===== src/grsc_map.svh =====
// Constants for the receiver serial control block
`ifndef GRSC_MAP_SVH
`define GRSC_MAP_SVH

// ------------------------------------------------------------
// Serial frame
// ------------------------------------------------------------
`define GRSC_FRAME_BITS 5'h14
`define GRSC_FRAME_OVER 5'h15
`define GRSC_ADDR_SYNTHESIZER_REGISTER 4'h4
`define GRSC_ADDR_CFG1 4'h5
`define GRSC_ADDR_CFG2 4'h6
`define GRSC_ADDR_STATUS 4'h7
`define GRSC_TEST_READBACK 2'h1

// ------------------------------------------------------------
// Reset values of the writable registers
// ------------------------------------------------------------
`define GRSC_SYNTHESIZER_REGISTER_RST 16'hD260
`define GRSC_CFG1_RST 16'h803F
`define GRSC_CFG2_RST 16'h0000

// ------------------------------------------------------------
// Local oscillator division (counts of RF LO ticks)
// ------------------------------------------------------------
// Sample clock is RF LO / 96: toggle every 48 ticks
`define GRSC_SMP_HALF 6'h2F
// IF LO is comp x 168 = RF LO / 48: toggle every 24 ticks
`define GRSC_IF_HALF 5'h17
// Feedback divider: RF LO = comp x 8064
`define GRSC_FB_LAST 13'h1F7F

`endif


===== src/grsc_pkg.sv =====
// Types shared by the receiver serial control block
package grsc_pkg;

   // ---------------------------------------------------------
   // Register layouts
   // ---------------------------------------------------------
   typedef struct packed {
      logic rsvd;
      logic lpf_autotune;
      logic [3:0] lpf_code;
      logic clk_sel;
      logic standby;
      logic [7:0] ref_div;
   } grsc_synthesizer_register_t;

   typedef struct packed {
      logic adc_mode;
      logic ofs_lsb;
      logic ofs_mid;
      logic ofs_msb;
      logic ofs_sign;
      logic cp_double;
      logic [1:0] test_mode;
      logic [2:0] vco_coarse;
      logic [4:0] agc_gain;
   } grsc_cfg1_t;

   typedef struct packed {
      logic reset_cmos;
      logic vco_force_lo;
      logic vco_force_hi;
      logic [7:0] rsvd;
      logic [4:0] analog_test;
   } grsc_cfg2_t;

   // ---------------------------------------------------------
   // Converter sample and serial engine state
   // ---------------------------------------------------------
   typedef struct packed {
      logic sign;
      logic [1:0] mag;
   } grsc_adc_t;

   typedef enum logic [2:0] {
      GRSC_IDLE = 3'h1,
      GRSC_SHIFT = 3'h2,
      GRSC_LOAD = 3'h4
   } grsc_state_t;

   typedef struct packed {
      grsc_state_t st;
      logic sclk_q;
      logic [19:0] sh;
      logic [4:0] cnt;
      logic [15:0] rd_sh;
      logic sdo;
      logic sdo_oe;
      logic standby_eff;
      grsc_synthesizer_register_t synthesizer_register;
      grsc_cfg1_t cfg1;
      grsc_cfg2_t cfg2;
   } grsc_ctrl_t;

   typedef struct packed {
      logic ref_q;
      logic [7:0] ref_cnt;
      logic comp_tick;
      logic [5:0] smp_cnt;
      logic smp_div_clk;
      logic [4:0] if_cnt;
      logic if_lo;
      logic [12:0] fb_cnt;
      logic fb_tick;
      logic sclk;
      logic hi;
      logic mid;
      logic lo;
   } grsc_smp_t;

endpackage


===== src/grsc_ctrl.sv =====
// Serial control port and configuration registers of the receiver
`timescale 1ns/10ps
`include "grsc_map.svh"

// How it works
// Controller shifts a 20-bit frame, data MSB first, while select is low.
// Data output driven only when test bus mode field is 01.
// Samples come as 2-bit or 3-bit format chosen by the mode bit.
// Clock select 1 uses reference clock; 0 uses RF LO divided by 96.
// Sample clock and three sample bits go out, clocked by sample clock.
// Controller sets reference divider for a 200kHz comparison frequency.
// RF LO is comparison times 8064, IF LO times 168, both fixed.
// Out-of-lock high and low flags read at status bits 9 and 8.
// Controller should set VCO coarse tune to 110.
// Controller should set the double charge-pump current bit to 1.
// Reading status never disturbs sampling or processing.
// Controller writes configuration once at startup only; the bench also rewrites it while running.
// Filter cutoff set by a 4-bit code in 16 steps.
// Converter DC offset set by a 4-bit DAC code from configuration.
// Frame ends with 4 address bits: 0100, 0101, 0110 select registers.
// Format bit picks which sample pin carries sign and magnitude.
// Standby bit stops sampling, but only with reference clock selected.
// Register loads when select rises; incomplete frames change nothing.
module grsc_ctrl
   import grsc_pkg::*;
(
   input wire logic clk_i,
   input wire logic rst_n_i,
   input wire logic sclk_i,
   input wire logic cs_n_i,
   input wire logic sdi_i,
   output logic sdo_o,
   output logic sdo_oe_o,
   input wire logic reference_clock_in_i,
   input wire logic rf_lo_tick_i,
   input wire grsc_adc_t adc_i,
   input wire logic lock_hi_i,
   input wire logic lock_lo_i,
   input wire logic cal_end_i,
   input wire logic [3:0] autotune_word_i,
   output logic sample_clock_out_o,
   output logic sample_bit_hi_o,
   output logic sample_bit_mid_o,
   output logic sample_bit_lo_o,
   output logic comp_tick_o,
   output logic fb_tick_o,
   output logic if_lo_o,
   output logic lpf_autotune_o,
   output logic [3:0] lpf_code_o,
   output logic standby_o,
   output logic [7:0] ref_div_o,
   output logic [3:0] offset_dac_o,
   output logic cp_double_o,
   output logic [2:0] vco_coarse_o,
   output logic [4:0] agc_gain_o,
   output logic reset_cmos_o,
   output logic vco_force_lo_o,
   output logic vco_force_hi_o,
   output logic [4:0] analog_test_o
);

   grsc_ctrl_t s;
   grsc_ctrl_t next_s;
   logic [15:0] status;
   logic sclk_rise;
   logic sclk_fall;

   // ---------------------------------------------------------
   // Status word, even parity over the word
   // ---------------------------------------------------------
   always_comb begin
      status = {6'h00, lock_hi_i, lock_lo_i, s.synthesizer_register.clk_sel, 1'b0,
                1'b0, cal_end_i, autotune_word_i};
      status[6] = ^status;
   end

   // ---------------------------------------------------------
   // Serial engine; SCLK is sampled, so it must stay well below clk_i
   // ---------------------------------------------------------
   always_comb begin
      next_s = s;
      next_s.sclk_q = sclk_i;
      sclk_rise = sclk_i & ~s.sclk_q;
      sclk_fall = ~sclk_i & s.sclk_q;
      case (s.st)
         GRSC_IDLE: begin
            if (!cs_n_i) begin
               next_s.st = GRSC_SHIFT;
               next_s.cnt = 5'h00;
               // Snapshot status so a read sees a coherent word
               next_s.sdo = status[15];
               next_s.rd_sh = {status[14:0], 1'b0};
            end
         end
         GRSC_SHIFT: begin
            if (cs_n_i) begin
               next_s.st = GRSC_LOAD;
            end else begin
               if (sclk_rise) begin
                  next_s.sh = {s.sh[18:0], sdi_i};
                  if (s.cnt != `GRSC_FRAME_OVER) begin
                     next_s.cnt = s.cnt + 5'h01;
                  end
               end
               // Readback bits change on the falling edge
               if (sclk_fall) begin
                  next_s.sdo = s.rd_sh[15];
                  next_s.rd_sh = {s.rd_sh[14:0], 1'b0};
               end
            end
         end
         GRSC_LOAD: begin
            next_s.st = GRSC_IDLE;
            // Only an exact 20-bit frame reaches a register
            if (s.cnt == `GRSC_FRAME_BITS) begin
               case (s.sh[3:0])
                  `GRSC_ADDR_SYNTHESIZER_REGISTER: begin
                     next_s.synthesizer_register = s.sh[19:4];
                  end
                  `GRSC_ADDR_CFG1: begin
                     next_s.cfg1 = s.sh[19:4];
                  end
                  `GRSC_ADDR_CFG2: begin
                     next_s.cfg2 = s.sh[19:4];
                  end
                  default: begin
                     // Status address is a read: nothing changes
                     next_s.cnt = s.cnt;
                  end
               endcase
            end
         end
         default: begin
            next_s.st = GRSC_IDLE;
         end
      endcase
      // Output enable only in readback test mode and inside a frame
      next_s.sdo_oe = (next_s.st == GRSC_SHIFT)
                      && (s.cfg1.test_mode == `GRSC_TEST_READBACK);
      // Standby honoured only with the reference clock selected
      next_s.standby_eff = next_s.synthesizer_register.standby
                           & next_s.synthesizer_register.clk_sel;
   end

   // ---------------------------------------------------------
   // State register
   // ---------------------------------------------------------
   always_ff @(posedge clk_i or negedge rst_n_i) begin
      if (!rst_n_i) begin
         s.st <= GRSC_IDLE;
         s.sclk_q <= 1'b0;
         s.sh <= 20'h00000;
         s.cnt <= 5'h00;
         s.rd_sh <= 16'h0000;
         s.sdo <= 1'b0;
         s.sdo_oe <= 1'b0;
         s.standby_eff <= 1'b0;
         s.synthesizer_register <= `GRSC_SYNTHESIZER_REGISTER_RST;
         s.cfg1 <= `GRSC_CFG1_RST;
         s.cfg2 <= `GRSC_CFG2_RST;
      end else begin
         s <= next_s;
      end
   end

   // ---------------------------------------------------------
   // Sample path; only register writes reach it, status reads never do
   // ---------------------------------------------------------
   grsc_sampler u_sampler (
      .clk_i(clk_i),
      .rst_n_i(rst_n_i),
      .reference_clock_in_i(reference_clock_in_i),
      .rf_lo_tick_i(rf_lo_tick_i),
      .ref_div_i(s.synthesizer_register.ref_div),
      .clk_sel_i(s.synthesizer_register.clk_sel),
      .standby_i(s.synthesizer_register.standby),
      .adc_mode_i(s.cfg1.adc_mode),
      .adc_i(adc_i),
      .sample_clock_out_o(sample_clock_out_o),
      .sample_bit_hi_o(sample_bit_hi_o),
      .sample_bit_mid_o(sample_bit_mid_o),
      .sample_bit_lo_o(sample_bit_lo_o),
      .comp_tick_o(comp_tick_o),
      .fb_tick_o(fb_tick_o),
      .if_lo_o(if_lo_o)
   );

   // ---------------------------------------------------------
   // Configuration outputs, straight from the registers
   // ---------------------------------------------------------
   assign sdo_o = s.sdo;
   assign sdo_oe_o = s.sdo_oe;
   assign lpf_autotune_o = s.synthesizer_register.lpf_autotune;
   assign lpf_code_o = s.synthesizer_register.lpf_code;
   assign standby_o = s.standby_eff;
   assign ref_div_o = s.synthesizer_register.ref_div;
   assign offset_dac_o = {s.cfg1.ofs_sign, s.cfg1.ofs_msb,
                          s.cfg1.ofs_mid, s.cfg1.ofs_lsb};
   assign cp_double_o = s.cfg1.cp_double;
   assign vco_coarse_o = s.cfg1.vco_coarse;
   assign agc_gain_o = s.cfg1.agc_gain;
   assign reset_cmos_o = s.cfg2.reset_cmos;
   assign vco_force_lo_o = s.cfg2.vco_force_lo;
   assign vco_force_hi_o = s.cfg2.vco_force_hi;
   assign analog_test_o = s.cfg2.analog_test;
endmodule


===== src/grsc_sampler.sv =====
// Clock dividers, sample clock select and sample pin formatting
`timescale 1ns/10ps
`include "grsc_map.svh"

module grsc_sampler
   import grsc_pkg::*;
(
   input wire logic clk_i,
   input wire logic rst_n_i,
   input wire logic reference_clock_in_i,
   input wire logic rf_lo_tick_i,
   input wire logic [7:0] ref_div_i,
   input wire logic clk_sel_i,
   input wire logic standby_i,
   input wire logic adc_mode_i,
   input wire grsc_adc_t adc_i,
   output logic sample_clock_out_o,
   output logic sample_bit_hi_o,
   output logic sample_bit_mid_o,
   output logic sample_bit_lo_o,
   output logic comp_tick_o,
   output logic fb_tick_o,
   output logic if_lo_o
);

   grsc_smp_t s;
   grsc_smp_t next_s;
   logic run;
   logic src;

   // ---------------------------------------------------------
   // Next state
   // ---------------------------------------------------------
   always_comb begin
      next_s = s;
      next_s.ref_q = reference_clock_in_i;
      next_s.comp_tick = 1'b0;
      next_s.fb_tick = 1'b0;
      // Reference divider; a ratio of zero gives no ticks
      if (reference_clock_in_i && !s.ref_q) begin
         if (ref_div_i != 8'h00 && s.ref_cnt >= ref_div_i - 8'h01) begin
            next_s.ref_cnt = 8'h00;
            next_s.comp_tick = 1'b1;
         end else begin
            next_s.ref_cnt = s.ref_cnt + 8'h01;
         end
      end
      // Fixed LO ratios, not programmable
      if (rf_lo_tick_i) begin
         if (s.smp_cnt == `GRSC_SMP_HALF) begin
            next_s.smp_cnt = 6'h00;
            next_s.smp_div_clk = ~s.smp_div_clk;
         end else begin
            next_s.smp_cnt = s.smp_cnt + 6'h01;
         end
         if (s.if_cnt == `GRSC_IF_HALF) begin
            next_s.if_cnt = 5'h00;
            next_s.if_lo = ~s.if_lo;
         end else begin
            next_s.if_cnt = s.if_cnt + 5'h01;
         end
         if (s.fb_cnt == `GRSC_FB_LAST) begin
            next_s.fb_cnt = 13'h0000;
            next_s.fb_tick = 1'b1;
         end else begin
            next_s.fb_cnt = s.fb_cnt + 13'h0001;
         end
      end
      // Standby holds the sample clock low; honoured only on ref clock
      run = !(standby_i && clk_sel_i);
      src = clk_sel_i ? reference_clock_in_i : s.smp_div_clk;
      next_s.sclk = run & src;
      // Capture on the rising edge of the sample clock itself
      if (next_s.sclk && !s.sclk) begin
         if (adc_mode_i) begin
            next_s.hi = adc_i.sign;
            next_s.mid = adc_i.mag[1];
            next_s.lo = 1'b0;
         end else begin
            next_s.hi = adc_i.mag[1];
            next_s.mid = adc_i.mag[0];
            next_s.lo = adc_i.sign;
         end
      end
   end

   // ---------------------------------------------------------
   // State register
   // ---------------------------------------------------------
   always_ff @(posedge clk_i or negedge rst_n_i) begin
      if (!rst_n_i) begin
         s <= '0;
      end else begin
         s <= next_s;
      end
   end

   // Outputs straight from flops
   assign sample_clock_out_o = s.sclk;
   assign sample_bit_hi_o = s.hi;
   assign sample_bit_mid_o = s.mid;
   assign sample_bit_lo_o = s.lo;
   assign comp_tick_o = s.comp_tick;
   assign fb_tick_o = s.fb_tick;
   assign if_lo_o = s.if_lo;
endmodule


===== config.mk =====
export PLATFORM = sky130hd
export DESIGN_NAME = grsc_ctrl
export DESIGN_NICKNAME = d
export VERILOG_FILES = /design/src/grsc_pkg.sv /design/src/grsc_ctrl.sv /design/src/grsc_sampler.sv
export VERILOG_INCLUDE_DIRS = /design/src
export SDC_FILE = /design/constraint.sdc
export NUM_CORES = 1
export LEC_CHECK = 0
export BUFFER_PORTS_ARGS = -buffer_cell sky130_fd_sc_hd__buf_4
export CORE_ASPECT_RATIO = 0.8
export CORE_MARGIN = 2
export CORE_UTILIZATION = 45
export CTS_BUF_LIST = sky130_fd_sc_hd__clkbuf_2 sky130_fd_sc_hd__clkbuf_4 sky130_fd_sc_hd__clkbuf_8
export CTS_CLUSTER_DIAMETER = 150
export CTS_CLUSTER_SIZE = 28
export DETAILED_ROUTE_END_ITERATION = 6
export PLACE_DENSITY = 0.71
export SLEW_MARGIN = 30
export SYNTH_ARGS = -nofsm -noshare
export SYNTH_HDL_FRONTEND = slang
export SYNTH_SLANG_ARGS = --single-unit

===== constraint.sdc =====
create_clock -name clk_i -period 3.5 [get_ports clk_i]
set_input_delay 0.175 -clock clk_i [delete_from_list [all_inputs] [get_ports clk_i]]
set_output_delay 0.175 -clock clk_i [all_outputs]
set_load 0.03 [all_outputs]

---- Yosys cells after proc, flatten, opt, wreduce, memory -nomap -nowiden ----
Index checks and enable logic that the tools add are counted.
word-level totals
  word-level logic and storage cells ...... 118
  output and inout bits ................... 44
  flip-flop bits (word level) ............. 136
  input bits .............................. 17
operators by class
  add/subtract/negate cells ............... 6
  magnitude comparators ................... 1
  mux-type cells .......................... 25
  bitwise logic cells ..................... 9
  eq/ne operators ......................... 18
  reductions and logical operators ........ 19
operators by type and width
  cell                                               number
  2-to-1 mux 42 bit                                  2
  2-to-1 mux 22 bit                                  2
  case mux 17 bit (2 select lines)                   1
  2-to-1 mux 16 bit                                  2
  2-to-1 mux 17 bit                                  1
  XOR reduction 16 bit                               1
  2-to-1 mux 5 bit                                   3
  adder 13 x 1 -> 13 bit (second input constant)     1
  == test 13 bit (second input constant)             1
  2-to-1 mux 13 bit                                  1
  == test 4 x 3 -> 1 bit (second input constant)     3
  AND reduction 3 bit                                4
  adder 5 x 1 -> 5 bit (second input constant)       2
  == test 5 bit (second input constant)              2
  2-to-1 mux 10 bit                                  1
  inequality test 2 bit (second input constant)      5
  case mux 5 bit (2 select lines)                    1
  2-to-1 mux 3 bit                                   3
  adder 8 x 1 -> 8 bit (second input constant)       1
  >= comparator 8 bit                                1
  2-to-1 mux 8 bit                                   1
  nonzero test 8 bit                                 1
  subtractor 8 x 1 -> 8 bit (second input constant)  1
  adder 6 x 1 -> 6 bit (second input constant)       1
  17 further kinds                                   36

---- Longest topological paths before layout ----
  depth in word-level cells ............... 5
  gate-level depth with buffers ........... 10
  depth with buffers taken out ............ 10

---- Cells and area by module ----
A second synthesis with hierarchy kept.
unflattened totals
  cells, all modules ...................... 506
  area, all modules ....................... 5935.7 um2
by module, submodules not included
  module        cells an instance  sequential area each (um2)  area each (um2)  times used
  grsc_ctrl     289                2168.3                      3758.6           1
  grsc_sampler  217                1026.0                      2177.1           1

---- Worst setup path before layout ----
No wires, ideal clock.
  kind .................................... flip-flop to flip-flop
  start point ............................. register s (netlist bit ref_div_o[2])
  end point ............................... register u_sampler.s[32] (netlist bit)
  arrival time ............................ 2.118 ns
  path buffers ............................ 0
  period minus slack after synthesis ...... 2.248 ns
  required time ........................... 3.370 ns
  cell stages (with the launch flop) ...... 9
  setup slack ............................. 1.252 ns
  library setup time ...................... 0.130 ns
  cells stage by stage .................... dfrtp_1 nor3_1 nor3b_1 xnor2_1 ha_1 nand2_1 a2111oi_0 a21o_1 o21ai_0
on the way
  longest elaborated chain between the ends .. 4
  elaborated cells on any way between the ends .. 5
  classes of those cells .................. 1 x add/sub; 1 x order compare; 1 x mux; 2 x reduce/logical
RTL lines
  what                       line                text
  start, declared            grsc_ctrl.sv:62     grsc_ctrl_t s;
  start signal, assigned     grsc_ctrl.sv:162    s <= next_s;
  subtractor 8 x 1 -> 8 bit  grsc_sampler.sv:41  if (ref_div_i != 8'h00 && s.ref_cnt >= ref_div_i - 8'h01) begin
  >= comparator 8 bit        grsc_sampler.sv:41
  logical AND 1 bit (*)      grsc_sampler.sv:41
  2-to-1 mux 8 bit (*)       grsc_sampler.sv:41
  end signal, assigned       grsc_sampler.sv:94  s <= next_s;
  end, declared              grsc_sampler.sv:26  grsc_smp_t s;
Mark *: on every way between the ends. The rest lies on a longest branch, timed or not.
A chain may end at the register's enable or synchronous reset.

---- Worst setup path in the final report ----
  start point ............................. register s (netlist bit ref_div_o[2])
  end point ............................... register u_sampler.s[37] (netlist bit)
Same word-level chain as after synthesis.

==> results_dict.tcl <==
set metrics [dict create \
    status "complete, no violations" \
    final_cell_mix "dfrtp_1, buf_4, nand2_1, mux2_2, o21ai_0" \
    gr-total-overflow 0 \
    path_clk_slew_ps 90 \
    ys_seq_area_frac 0.537 \
    postSynthCellCount 503 \
    clock_path_buffers 2 \
    die-height_microns 107 \
    crit_start "ref_div_o[2]" \
    setup_viol 0 \
    cts_made_buffers 17 \
    r2r-start "ref_div_o[2]" \
    ant_nets 0 \
    critPathCaptureType "flip-flop" \
    diodes 0 \
    io_pins 61 \
    grt_max_degree 75 \
    finalInstanceArea_sq_mm 0.00680 \
    slowest_delay_ps 530 \
    vias_per_cell 5.14 \
    finClkSkew_ps 15.4 \
    dr_total_vias 3779 \
    synth.avg_cell_area_sq_um 11.8 \
    worst_hold_path_type "in -> reg" \
    htree_num_levels 4 \
    fin_crit_ps 2640 \
    final_common_cell "dfrtp_1" \
    cellLeakagePower_nw 3.26 \
    dieWidth_microns 133 \
    cap_viol_max_count 0 \
    syn_nets 537 \
    first_pass_iters 5 \
    path_class "reg -> reg" \
    antenna_found_initial 0 \
    clk_latency_ps 440 \
    num_rows 37 \
    wl_per_cell_microns 14.9 \
    drv_slew 0 \
    min_period_over_period 0.753 \
    clock.fmax_mhz 379 \
    n_fill_cell 1153 \
    clock-sinks 127 \
    grt_pass1_wl_microns 18900 \
    fp.dieArea_sq_mm 0.0142 \
    crit_path_start_kind "flip-flop" \
    placed_area_sq_mm 0.00636 \
    synth_area_sq_mm 0.00595 \
    worst_pin_slew_ps 881 \
    crit_path_max_fanout 8 \
    gp_congestion 0.818 \
    cts_root_buf "clkbuf_8" \
    core_sq_mm 0.0129 \
    synth_edf_count 0 \
    endpoint "u_sampler.s[37]" \
    pwr_density_cell_mw_per_mm2 556 \
    worstPathRequired_ps 3790 \
    async_flop_share 1.00 \
    drcViolationCount 0 \
    multi_input_area_sq_mm 0.00243 \
    cts_setup_buffers 0 \
    area_growth_pct 14.3 \
    drive_gt1_frac 0.305 \
    r2r-end "u_sampler.s[37]" \
    grt.total_usage 0.171 \
    finalNetCount 581 \
    grt_pass1_vias 3769 \
    rsz0062_at_grt "no" \
    tns_ps 0 \
    finalWorstSetupSlack_ps 864 \
    worstPathCellList "nor3_1 -> nor3b_1 -> xnor2_1 -> ha_1 -> nand2_1 -> a2111oi_0 -> a21o_1 -> a21oi_1" \
    ys_seq_elements 127 \
    start_util 0.462 \
    cts_tree "built" \
    finalHoldViolCount 0 \
    synth.distinct_cells 46 \
    rr_worst_depth 8 \
    io_buffers 60 \
    cp_data_arrival_time_ps 2920 \
    hpwlAfterDp_microns 7600 \
    synth_ff_type "dfrtp_1" \
    relSlewSlack 0.411 \
    register_area_sq_mm 0.00319 \
    drtIter0Drc 246 \
    drt-total-wl_microns 11000 \
    peakVddDrop_mv 0.264 \
    synth_warnings 0 \
    reg2reg_slack_ps 860 \
    dp_slack_ps 850 \
    cpMaxStageDelayCell "a2111oi_0" \
]
## state kept, by name, summed over array words and instances (netlist names), 3 cells and up
| register | flops |
|---|---|
| ref_div_o | 8 |
| offset_dac_o | 4 |
| s | 49 |
| agc_gain_o | 5 |
| vco_coarse_o | 3 |
| analog_test_o | 5 |
| u_sampler.s | 34 |
| lpf_code_o | 4 |
## how the worst min path moves through the flow
stage                            start                   endpoint  cells after the start
floorplan                      rst_n_i           analog_test_o[0]                      0
global placement                sclk_i                      s[92]                      1
detailed placement              sclk_i                      s[92]                      1
CTS                 autotune_word_i[3]                      s[55]                      3
global route                  adc_i[1]  u_sampler.sample_bit_hi_o                      3
finish              autotune_word_i[0]                      s[52]                      3
## metal layers
layer | global-route usage | part of all wire | up-vias
met4 | 0.0553 | 0.013 | 0
met5 | 0 | 0 | -
li1 | - | - | 1800
met3 | 0.0596 | 0.043 | 15
met1 | 0.230 | 0.48 | 1891
met2 | 0.259 | 0.47 | 73
## repair_timing
item,in CTS,in global routing
hold buffers,6,0
endpoints found under the hold margin,71,0
resized for setup,0,0
## worst max-delay path, delay by kind of cell, from the launching register on
family	cells	cell delay [ps]
XOR/XNOR	1	130
AND/OR/NAND/NOR	3	610
flip-flops	1	440
adder cells (fa/ha/maj)	1	320
AO/OA/AOI/OAI	3	970
## where the power goes
| part | switching (W) | internal [W] |
|---|---|---|
| combinational | 0.000368 | 0.000301 |
| sequential | 0.000220 | 0.00170 |
| clock | 0.000671 | 0.000526 |
| total | 0.00126 | 0.00252 |
## Yosys cell counts, drive strengths merged (2+ instances only)
master / number / area [sq um]
ha: 17 / 213
a21o: 4 / 30.0
nand3: 17 / 85.1
nor3b: 4 / 41.3
and2: 3 / 18.8
nor3: 6 / 41.3
inv: 12 / 45.0
mux2: 59 / 702
xor2: 15 / 131
and3b: 2 / 17.5
o31ai: 2 / 15.0
and3: 3 / 18.8
xnor2: 22 / 193
buf: 34 / 253
clkbuf: 8 / 30.0
dfrtp: 114 / 2850
nand3b: 4 / 30.0
nand4: 11 / 75.1
o21ai: 35 / 175
nor4b: 2 / 30.0
dfstp: 13 / 342
nand2b: 9 / 56.3
nor2: 25 / 96.4
mux2i: 11 / 110
a2111oi: 2 / 17.5
nand2: 48 / 183
nor2b: 4 / 25.0
a21oi: 9 / 45.0
## logic make-up after synthesis
| group | share of synthesized area |
|---|---|
| flops | 0.537 |
| buf+inv | 0.0551 |
| mux | 0.136 |
| compound gates | 0.0545 |
| simple gates | 0.127 |
| fa+ha+maj | 0.0358 |
| xor+xnor | 0.0545 |
## cell type report
cell class / count / area share
Timing Repair Buffer: 67 / 0.0786
Clock buffer: 17 / 0.0344
Tap cell: 175 / 0.0322
Sequential cell: 127 / 0.470
Clock inverter: 15 / 0.0210
Inverter: 12 / 0.00662
Multi-Input combinational cell: 322 / 0.358
## stage by stage
stage	utilization	power, W	hold WS [ps]	cells
6_report	0.528	0.00378	39.5	735
5_1_grt	0.528	0.00403	17.2	735
4_1_cts	0.528	0.00384	7.14	735
3_5_place_dp	0.494	0.00261	301	697
3_3_place_gp	0.494	0.00255	298	697
2_1_floorplan	-	0.00238	-121	503
Note: power is estimated with default switching activity, not from simulation.
